File: src/common/ipz_pkg.sv
// constants and types for the priority assignment register zero block
package ipz_pkg;
  // ****************************************
  // register map
  // ****************************************
  localparam logic [15:0] IPZ_BASE_ADDR = 16'hf0c0;
  localparam logic [15:0] IPZ_PRIO0_OFS = 16'h0000;
  localparam logic [15:0] IPZ_PRIO0_RST = 16'h0000;
  localparam logic [15:0] IPZ_RD_IDLE = 16'h0000;
  localparam int IPZ_NUM_SRC = 8;
  localparam int IPZ_FLD_W = 2;
  // ****************************************
  // source slots, field lsb is twice the slot
  // ****************************************
  localparam int IPZ_SRC_TMR = 7;
  localparam int IPZ_SRC_CLK = 6;
  localparam int IPZ_SRC_LVD = 5;
  localparam int IPZ_SRC_RXF = 4;
  localparam int IPZ_SRC_TXE = 3;
  localparam int IPZ_SRC_TRC = 2;
  localparam int IPZ_SRC_BKP = 1;
  localparam int IPZ_SRC_STP = 0;
  localparam int IPZ_TMR_LSB = 14;
  localparam int IPZ_CLK_LSB = 12;
  localparam int IPZ_LVD_LSB = 10;
  localparam int IPZ_RXF_LSB = 8;
  localparam int IPZ_TXE_LSB = 6;
  localparam int IPZ_TRC_LSB = 4;
  localparam int IPZ_BKP_LSB = 2;
  localparam int IPZ_STP_LSB = 0;
  // ****************************************
  // field codes and level offsets
  // ****************************************
  localparam logic [1:0] IPZ_CODE_OFF = 2'h0;
  localparam logic [1:0] IPZ_LVL_TOP = 2'h3;
  localparam logic [1:0] IPZ_TMR_LVL_OFS = 2'h1;
  localparam logic [1:0] IPZ_GEN_LVL_OFS = 2'h0;
  typedef enum logic [1:0] {
    IPZ_ST_RUN = 2'h1,
    IPZ_ST_SLEEP = 2'h2
  } ipz_pwr_t;
endpackage : ipz_pkg

File: src/common/ipz_field_if.sv
// carrier between the register and one field decoder
`timescale 1ns/1ps
interface ipz_field_if (
  input logic clk,
  input logic rst
);
  logic [1:0] code;
  logic [1:0] level;
  logic en;
  modport dec (input clk, input rst, input code, output level, output en);
  modport top (output code, input level, input en);
endinterface : ipz_field_if

File: src/ipz_field_decode.sv
// decoder from one two-bit priority code to a level and an enable
`timescale 1ns/1ps
module ipz_field_decode #(
  parameter logic [1:0] LVL_OFS = 2'h0
) (
  ipz_field_if.dec fld
);
  // ****************************************
  // decode
  // ****************************************
  // code 00 means off; other codes shift down by the class offset
  assign fld.en = (fld.code != ipz_pkg::IPZ_CODE_OFF); // RL14
  // a disabled field reports level zero so the timer never shows the top level
  assign fld.level = fld.en ? 2'(fld.code - LVL_OFS) : '0; // RL4 RL5
endmodule : ipz_field_decode

File: src/ipz_prio_zero.sv
// priority assignment register zero with decode and wake gating
//
// Overview of operation
// (RL1) register sits at offset zero, decoded at the controller base address
// (RL2) reset clears all sixteen bits, every source disabled
// (RL3) bits 15..14 hold second timer channel 3 priority
// (RL4) timer field: 01 is level 0, 10 level 1, 11 level 2
// (RL5) other fields: 01 is level 1, 10 level 2, 11 level 3
// (RL6) bits 13..12 hold clock and pll event priority
// (RL7) bits 11..10 hold low voltage detector priority
// (RL8) bits 9..8 hold debug receive full priority
// (RL9) bits 7..6 hold debug transmit empty priority
// (RL10) bits 5..4 hold debug trace buffer priority
// (RL11) bits 3..2 hold debug breakpoint priority
// (RL12) bits 1..0 hold debug step counter priority
// (RL13) wake from low power only for sources enabled before entry
// (RL14) reads return last written value; code 00 blocks the source
// (RL15) decoded levels reach arbitration every cycle, new write next evaluation
//
// Implementation choice: strobed register access.
`timescale 1ns/1ps
module ipz_prio_zero (
  input logic CLK,
  input logic RST,
  input logic CE,
  input logic [15:0] ADDR,
  input logic [15:0] WDATA,
  input logic WR,
  input logic RD,
  output logic [15:0] RDATA,
  input logic [7:0] SRC_REQ,
  input logic LOW_POWER,
  output logic [15:0] PRIO_LEVEL,
  output logic [7:0] PRIO_EN,
  output logic [7:0] ARB_REQ,
  output logic WAKE
);
  // ****************************************
  // declarations
  // ****************************************
  localparam logic [15:0] PRIO0_ADDR = 16'(ipz_pkg::IPZ_BASE_ADDR + ipz_pkg::IPZ_PRIO0_OFS);
  localparam int NSRC = ipz_pkg::IPZ_NUM_SRC;
  localparam int FW = ipz_pkg::IPZ_FLD_W;

  logic hit;
  logic [15:0] prio_r;
  logic [15:0] prio_nxt;
  logic [15:0] rdata_r;
  logic [15:0] rdata_nxt;
  logic [15:0] level_r;
  logic [15:0] level_nxt;
  logic [7:0] en_r;
  logic [7:0] en_nxt;
  logic [7:0] arb_r;
  logic [7:0] arb_nxt;
  logic [7:0] snap_r;
  logic [7:0] snap_nxt;
  logic wake_r;
  logic wake_nxt;
  logic wake_cause;
  ipz_pkg::ipz_pwr_t state_r;
  ipz_pkg::ipz_pwr_t state_nxt;
  logic [1:0] code_nxt [NSRC];
  logic [1:0] dec_lvl [NSRC];
  logic [7:0] dec_en;

  // ****************************************
  // register access
  // ****************************************
  // full address compare: the block answers only at base plus offset
  assign hit = (ADDR == PRIO0_ADDR); // RL1

  always_comb begin
    prio_nxt = prio_r;
    rdata_nxt = ipz_pkg::IPZ_RD_IDLE;
    if (WR && hit) begin
      prio_nxt = WDATA; // RL14
    end
    // read data stand for one cycle only, idle value otherwise
    if (RD && hit) begin
      rdata_nxt = prio_r; // RL14
    end
  end

  always_ff @(posedge CLK or posedge RST) begin
    if (RST) begin
      prio_r <= ipz_pkg::IPZ_PRIO0_RST; // RL2
      rdata_r <= ipz_pkg::IPZ_RD_IDLE;
    end else if (CE) begin
      prio_r <= prio_nxt;
      rdata_r <= rdata_nxt;
    end
  end

  // ****************************************
  // field map
  // ****************************************
  // decoders look at the next value so outputs move with the register
  assign code_nxt[ipz_pkg::IPZ_SRC_TMR] = prio_nxt[ipz_pkg::IPZ_TMR_LSB +: FW]; // RL3
  assign code_nxt[ipz_pkg::IPZ_SRC_CLK] = prio_nxt[ipz_pkg::IPZ_CLK_LSB +: FW]; // RL6
  assign code_nxt[ipz_pkg::IPZ_SRC_LVD] = prio_nxt[ipz_pkg::IPZ_LVD_LSB +: FW]; // RL7
  assign code_nxt[ipz_pkg::IPZ_SRC_RXF] = prio_nxt[ipz_pkg::IPZ_RXF_LSB +: FW]; // RL8
  assign code_nxt[ipz_pkg::IPZ_SRC_TXE] = prio_nxt[ipz_pkg::IPZ_TXE_LSB +: FW]; // RL9
  assign code_nxt[ipz_pkg::IPZ_SRC_TRC] = prio_nxt[ipz_pkg::IPZ_TRC_LSB +: FW]; // RL10
  assign code_nxt[ipz_pkg::IPZ_SRC_BKP] = prio_nxt[ipz_pkg::IPZ_BKP_LSB +: FW]; // RL11
  assign code_nxt[ipz_pkg::IPZ_SRC_STP] = prio_nxt[ipz_pkg::IPZ_STP_LSB +: FW]; // RL12

  // ****************************************
  // field decoders
  // ****************************************
  ipz_field_if fld_if [NSRC] (.clk(CLK), .rst(RST));

  genvar gi;
  generate
    for (gi = 0; gi < NSRC; gi++) begin : g_dec
      // the timer field is one level lower than the rest
      localparam logic [1:0] OFS = (gi == ipz_pkg::IPZ_SRC_TMR) ?
        ipz_pkg::IPZ_TMR_LVL_OFS : ipz_pkg::IPZ_GEN_LVL_OFS; // RL4 RL5
      assign fld_if[gi].code = code_nxt[gi];
      assign dec_lvl[gi] = fld_if[gi].level;
      assign dec_en[gi] = fld_if[gi].en;
      ipz_field_decode #(
        .LVL_OFS(OFS)
      ) u_dec (
        .fld(fld_if[gi])
      );
    end
  endgenerate

  // ****************************************
  // arbitration feed
  // ****************************************
  always_comb begin
    level_nxt = '0;
    for (int i = 0; i < NSRC; i++) begin
      level_nxt[i*FW +: FW] = dec_lvl[i]; // RL15
    end
    en_nxt = dec_en;
    // disabled sources never reach arbitration
    arb_nxt = SRC_REQ & dec_en; // RL14 RL15
  end

  always_ff @(posedge CLK or posedge RST) begin
    if (RST) begin
      level_r <= '0;
      en_r <= '0;
      arb_r <= '0;
    end else if (CE) begin
      level_r <= level_nxt;
      en_r <= en_nxt;
      arb_r <= arb_nxt;
    end
  end

  // ****************************************
  // low power wake gating
  // ****************************************
  // the core is stopped in low power, so the enables are frozen at entry;
  // a write slipping in while asleep cannot arm a new wake source
  assign wake_cause = |(SRC_REQ & snap_r);

  always_comb begin
    state_nxt = state_r;
    snap_nxt = snap_r;
    wake_nxt = 1'b0;
    case (state_r)
      ipz_pkg::IPZ_ST_RUN: begin
        snap_nxt = en_r; // RL13
        if (LOW_POWER) begin
          state_nxt = ipz_pkg::IPZ_ST_SLEEP;
        end
      end
      ipz_pkg::IPZ_ST_SLEEP: begin
        if (!LOW_POWER) begin
          state_nxt = ipz_pkg::IPZ_ST_RUN;
        end else begin
          wake_nxt = wake_cause; // RL13
        end
      end
      default: begin
        state_nxt = ipz_pkg::IPZ_ST_RUN;
        snap_nxt = '0;
      end
    endcase
  end

  always_ff @(posedge CLK or posedge RST) begin
    if (RST) begin
      state_r <= ipz_pkg::IPZ_ST_RUN;
      snap_r <= '0;
      wake_r <= 1'b0;
    end else if (CE) begin
      state_r <= state_nxt;
      snap_r <= snap_nxt;
      wake_r <= wake_nxt;
    end
  end

  // ****************************************
  // outputs
  // ****************************************
  assign RDATA = rdata_r;
  assign PRIO_LEVEL = level_r;
  assign PRIO_EN = en_r;
  assign ARB_REQ = arb_r;
  assign WAKE = wake_r;

  logic [1:0] tmr_code;
  logic [1:0] tmr_lvl;
  assign tmr_code = prio_r[ipz_pkg::IPZ_TMR_LSB +: FW];
  assign tmr_lvl = PRIO_LEVEL[ipz_pkg::IPZ_TMR_LSB +: FW];
endmodule : ipz_prio_zero

File: config.mk
export PLATFORM = sky130hd
export DESIGN_NAME = ipz_prio_zero
export DESIGN_NICKNAME = d
export VERILOG_FILES = /design/src/common/ipz_pkg.sv /design/src/common/ipz_field_if.sv /design/src/ipz_field_decode.sv /design/src/ipz_prio_zero.sv
export SDC_FILE = /design/constraint.sdc
export NUM_CORES = 1
export LEC_CHECK = 0
export ABC_AREA = 1
export BUFFER_PORTS_ARGS = -buffer_cell sky130_fd_sc_hd__buf_2
export CORE_MARGIN = 3
export CORE_UTILIZATION = 40
export DETAILED_ROUTE_END_ITERATION = 8
export PLACE_DENSITY = 0.61
export SKIP_CTS_REPAIR_TIMING = 1
export SLEW_MARGIN = 20
export SYNTH_ARGS = -nofsm -noshare
export SYNTH_HDL_FRONTEND = slang
export SYNTH_HIERARCHICAL = 1
export SYNTH_SLANG_ARGS = --single-unit
File: constraint.sdc
create_clock -name CLK -period 4.8 [get_ports CLK]
set_input_delay 0 -clock CLK [delete_from_list [all_inputs] [get_ports CLK]]
set_output_delay 0 -clock CLK [all_outputs]
set_load 0.01 [all_outputs]
==> results.toml <==
[routing]
drt_iter0_drc = 120
remaining_drc_errors = 0
dr_wl_met3_um = 422
wl_met1_um = 3950
postRouteWirelength_um = 8500
dr.pass1.iters = 4
antenna_left = 0
wl_met2_um = 4020
routedWlPerCell_um = 13.4
top_layer = "met4"
vias = 3037
vias_per_cell = 4.79

[clock_network]
clockRootBuffer = "clkbuf_8"
clkTransAtPathRegs_ns = 0.07
cts_max_level = 3
clkLatencyLatePin_ns = 0.34
clock-sinks = 75
ctsLongestPathBuffers = 2
cts-buffers-inserted = 9
cts_tree = "built"

[sta]
setup_viol = 0
finalCritPeriodShare_pct = 47.4
worst_pin_slew_ns = 0.924
finalMaxSlewViolations = 0
clock_skew_ns = 0.00783
fin_setup_tns_ns = 0
hold_slack_ns = 0.0104
fin_ws_ns = 2.52
slew_headroom_pct = 38.4
hold_viol_final = 0
max_clock_freq_ghz = 0.439
rsz0062_at_grt = "false"
min_period_ns = 2.28

[yosys]
synth_cells = 443
synth.cell_area_um2 = 3510
yosysTopAreaCell = "dfrtp_1"
netlist_top_cells_count = "nand2_1, dfrtp_1, inv_1, nand2_2, clkbuf_1"
synth_seq_area_share_pct = 53.5
synthTopCellsByArea = "dfrtp_1, nand2_1, nand2_2"
postSynthAreaPerCell_um2 = 7.93
synth_seq_cells = 75
syn-num-nets = 489
synthMostInstantiatedCell = "nand2_1"
yosys_warnings = 6
synthArstFlopShare_pct = 100
synth_top_area_share_pct = 52.7
synth_edf_count = 0
ys.flop_type = "dfrtp_1"
yosysUniqueCellTypes = 24

[place]
portBuffers = 94
placed_area_um2 = 3970
hpwlAfterDp_um = 5720
pre_cts_ws_ns = 2.57
gp_congestion = 0.792

[power]
ir_worst_vdd_mv = 0.136
power_leakage_nw = 2.42
power_density_nw_per_um2 = 285

[worst_setup_path]
crit_start = "CE"
crit_fanout = 71
end_kind = "register"
reg2reg_slack_ns = 3.33
crit_path_start_kind = "input port"
endpoint = "snap_r[3]"
reg2reg_depth = 5
r2r-end = "state_r[1]"
cp_data_arrival_time_ns = 2.48
timing.rr.start = "state_r[0]"
crit_type = "input port to register"
cp.required_ns = 5.00

[flow_run]
drv_cap = 0

[final_layout]
drive_above_1_share_pct = 26.5
antennaDiodeCount = 0
syn2layout_area_growth_pct = 20.6
fin_area_um2 = 4240
fin_nets = 570

[worst_hold_path]
hold_class = "input port to register"
min_path_cells = 4

[die]
initial_utilization_pct = 41.9
die_x_um = 99.7
ios = 95
num_rows = 33
die_h_um = 99.7
core-area_um2 = 8380
die_area_um2 = 9940

[grt]
grt_usage_pct = 17.8
grt_max_degree = 72
grt_pass1_wl_um = 14000
grt.overflow.total = 0
antenna_found_initial = 0
grt_pass1_vias = 2861

[outcome]
status = "finished, final reports clean"
==> worst min path at each step <==
stage	start	end	slack (ns)
after floorplan	SRC_REQ[3]	ARB_REQ[3]	0.14
after global placement	RST	RDATA[3]	0.11
after detailed placement	RST	RDATA[15]	0.11
after CTS	RST	RDATA[15]	-0.27
after global routing	LOW_POWER	state_r[0]	0.03
final	LOW_POWER	state_r[0]	0.01
==> registers in the layout (all words and copies together), names as in the netlist <==
name	cells
prio_r	16
snap_r	8
PRIO_EN	8
PRIO_LEVEL	16
state_r	2
WAKE	1
ARB_REQ	8
RDATA	16
==> area by class of cell <==
cell class	instances	area (um2)
Multi-Input combinational cell	297	1340
Sequential cell	75	1880
Clock buffer	14	163
Clock inverter	2	12.5
Timing Repair Buffer	105	576
Inverter	36	136
Fill cell	843	4150
Tap cell	105	131
==> logic make-up after synthesis <==
kind of cell | count (synthesis) | share of synthesized area, %
simple gates | 261 | 32.8
flops | 75 | 53.5
buf+inv | 71 | 8.37
compound gates | 36 | 5.34
==> metal layers <==
metal	GRT usage [%]	vias up
li1	-	1531
met1	24.9	1418
met2	28.1	75
met3	3.16	13
met4	5.67	0
met5	0	-
==> cell usage in the layout, fill, tap and decap left out, types with 3 or more instances in the layout <==
cell type	n
dfrtp_1	74
clkbuf_8	11
buf_2	94
nand3_1	14
a21oi_1	3
nand4_1	16
nand2_2	22
inv_1	33
dlygate4sd3_1	9
nor2_1	10
o21ai_0	10
clkbuf_1	3
o21ai_1	19
nand2_1	193
==> per-stage QoR <==
step	util (%)	power, W	instances
final	50.5	0.00121	634
after global routing	50.5	0.00126	634
after CTS	49.5	0.00121	625
after detailed placement	47.4	0.000767	609
after global placement	47.4	0.000765	609
after floorplan	-	0.000728	443
==> report_power, final <==
| group | switching (W) | total (W) | internal [W] |
|---|---|---|---|
| combinational | 0.0000754 | 0.000110 | 0.0000343 |
| sequential | 0.00000658 | 0.000650 | 0.000644 |
| clock | 0.000230 | 0.000447 | 0.000216 |
==> worst max-delay path, stage by stage <==
cell      delay [ns]
buf_2           0.07
buf_4           0.54
clkinv_2        0.92
a21oi_1         0.75
o21ai_0         0.16
No activity file was read; power rests on OpenSTA's default activity.
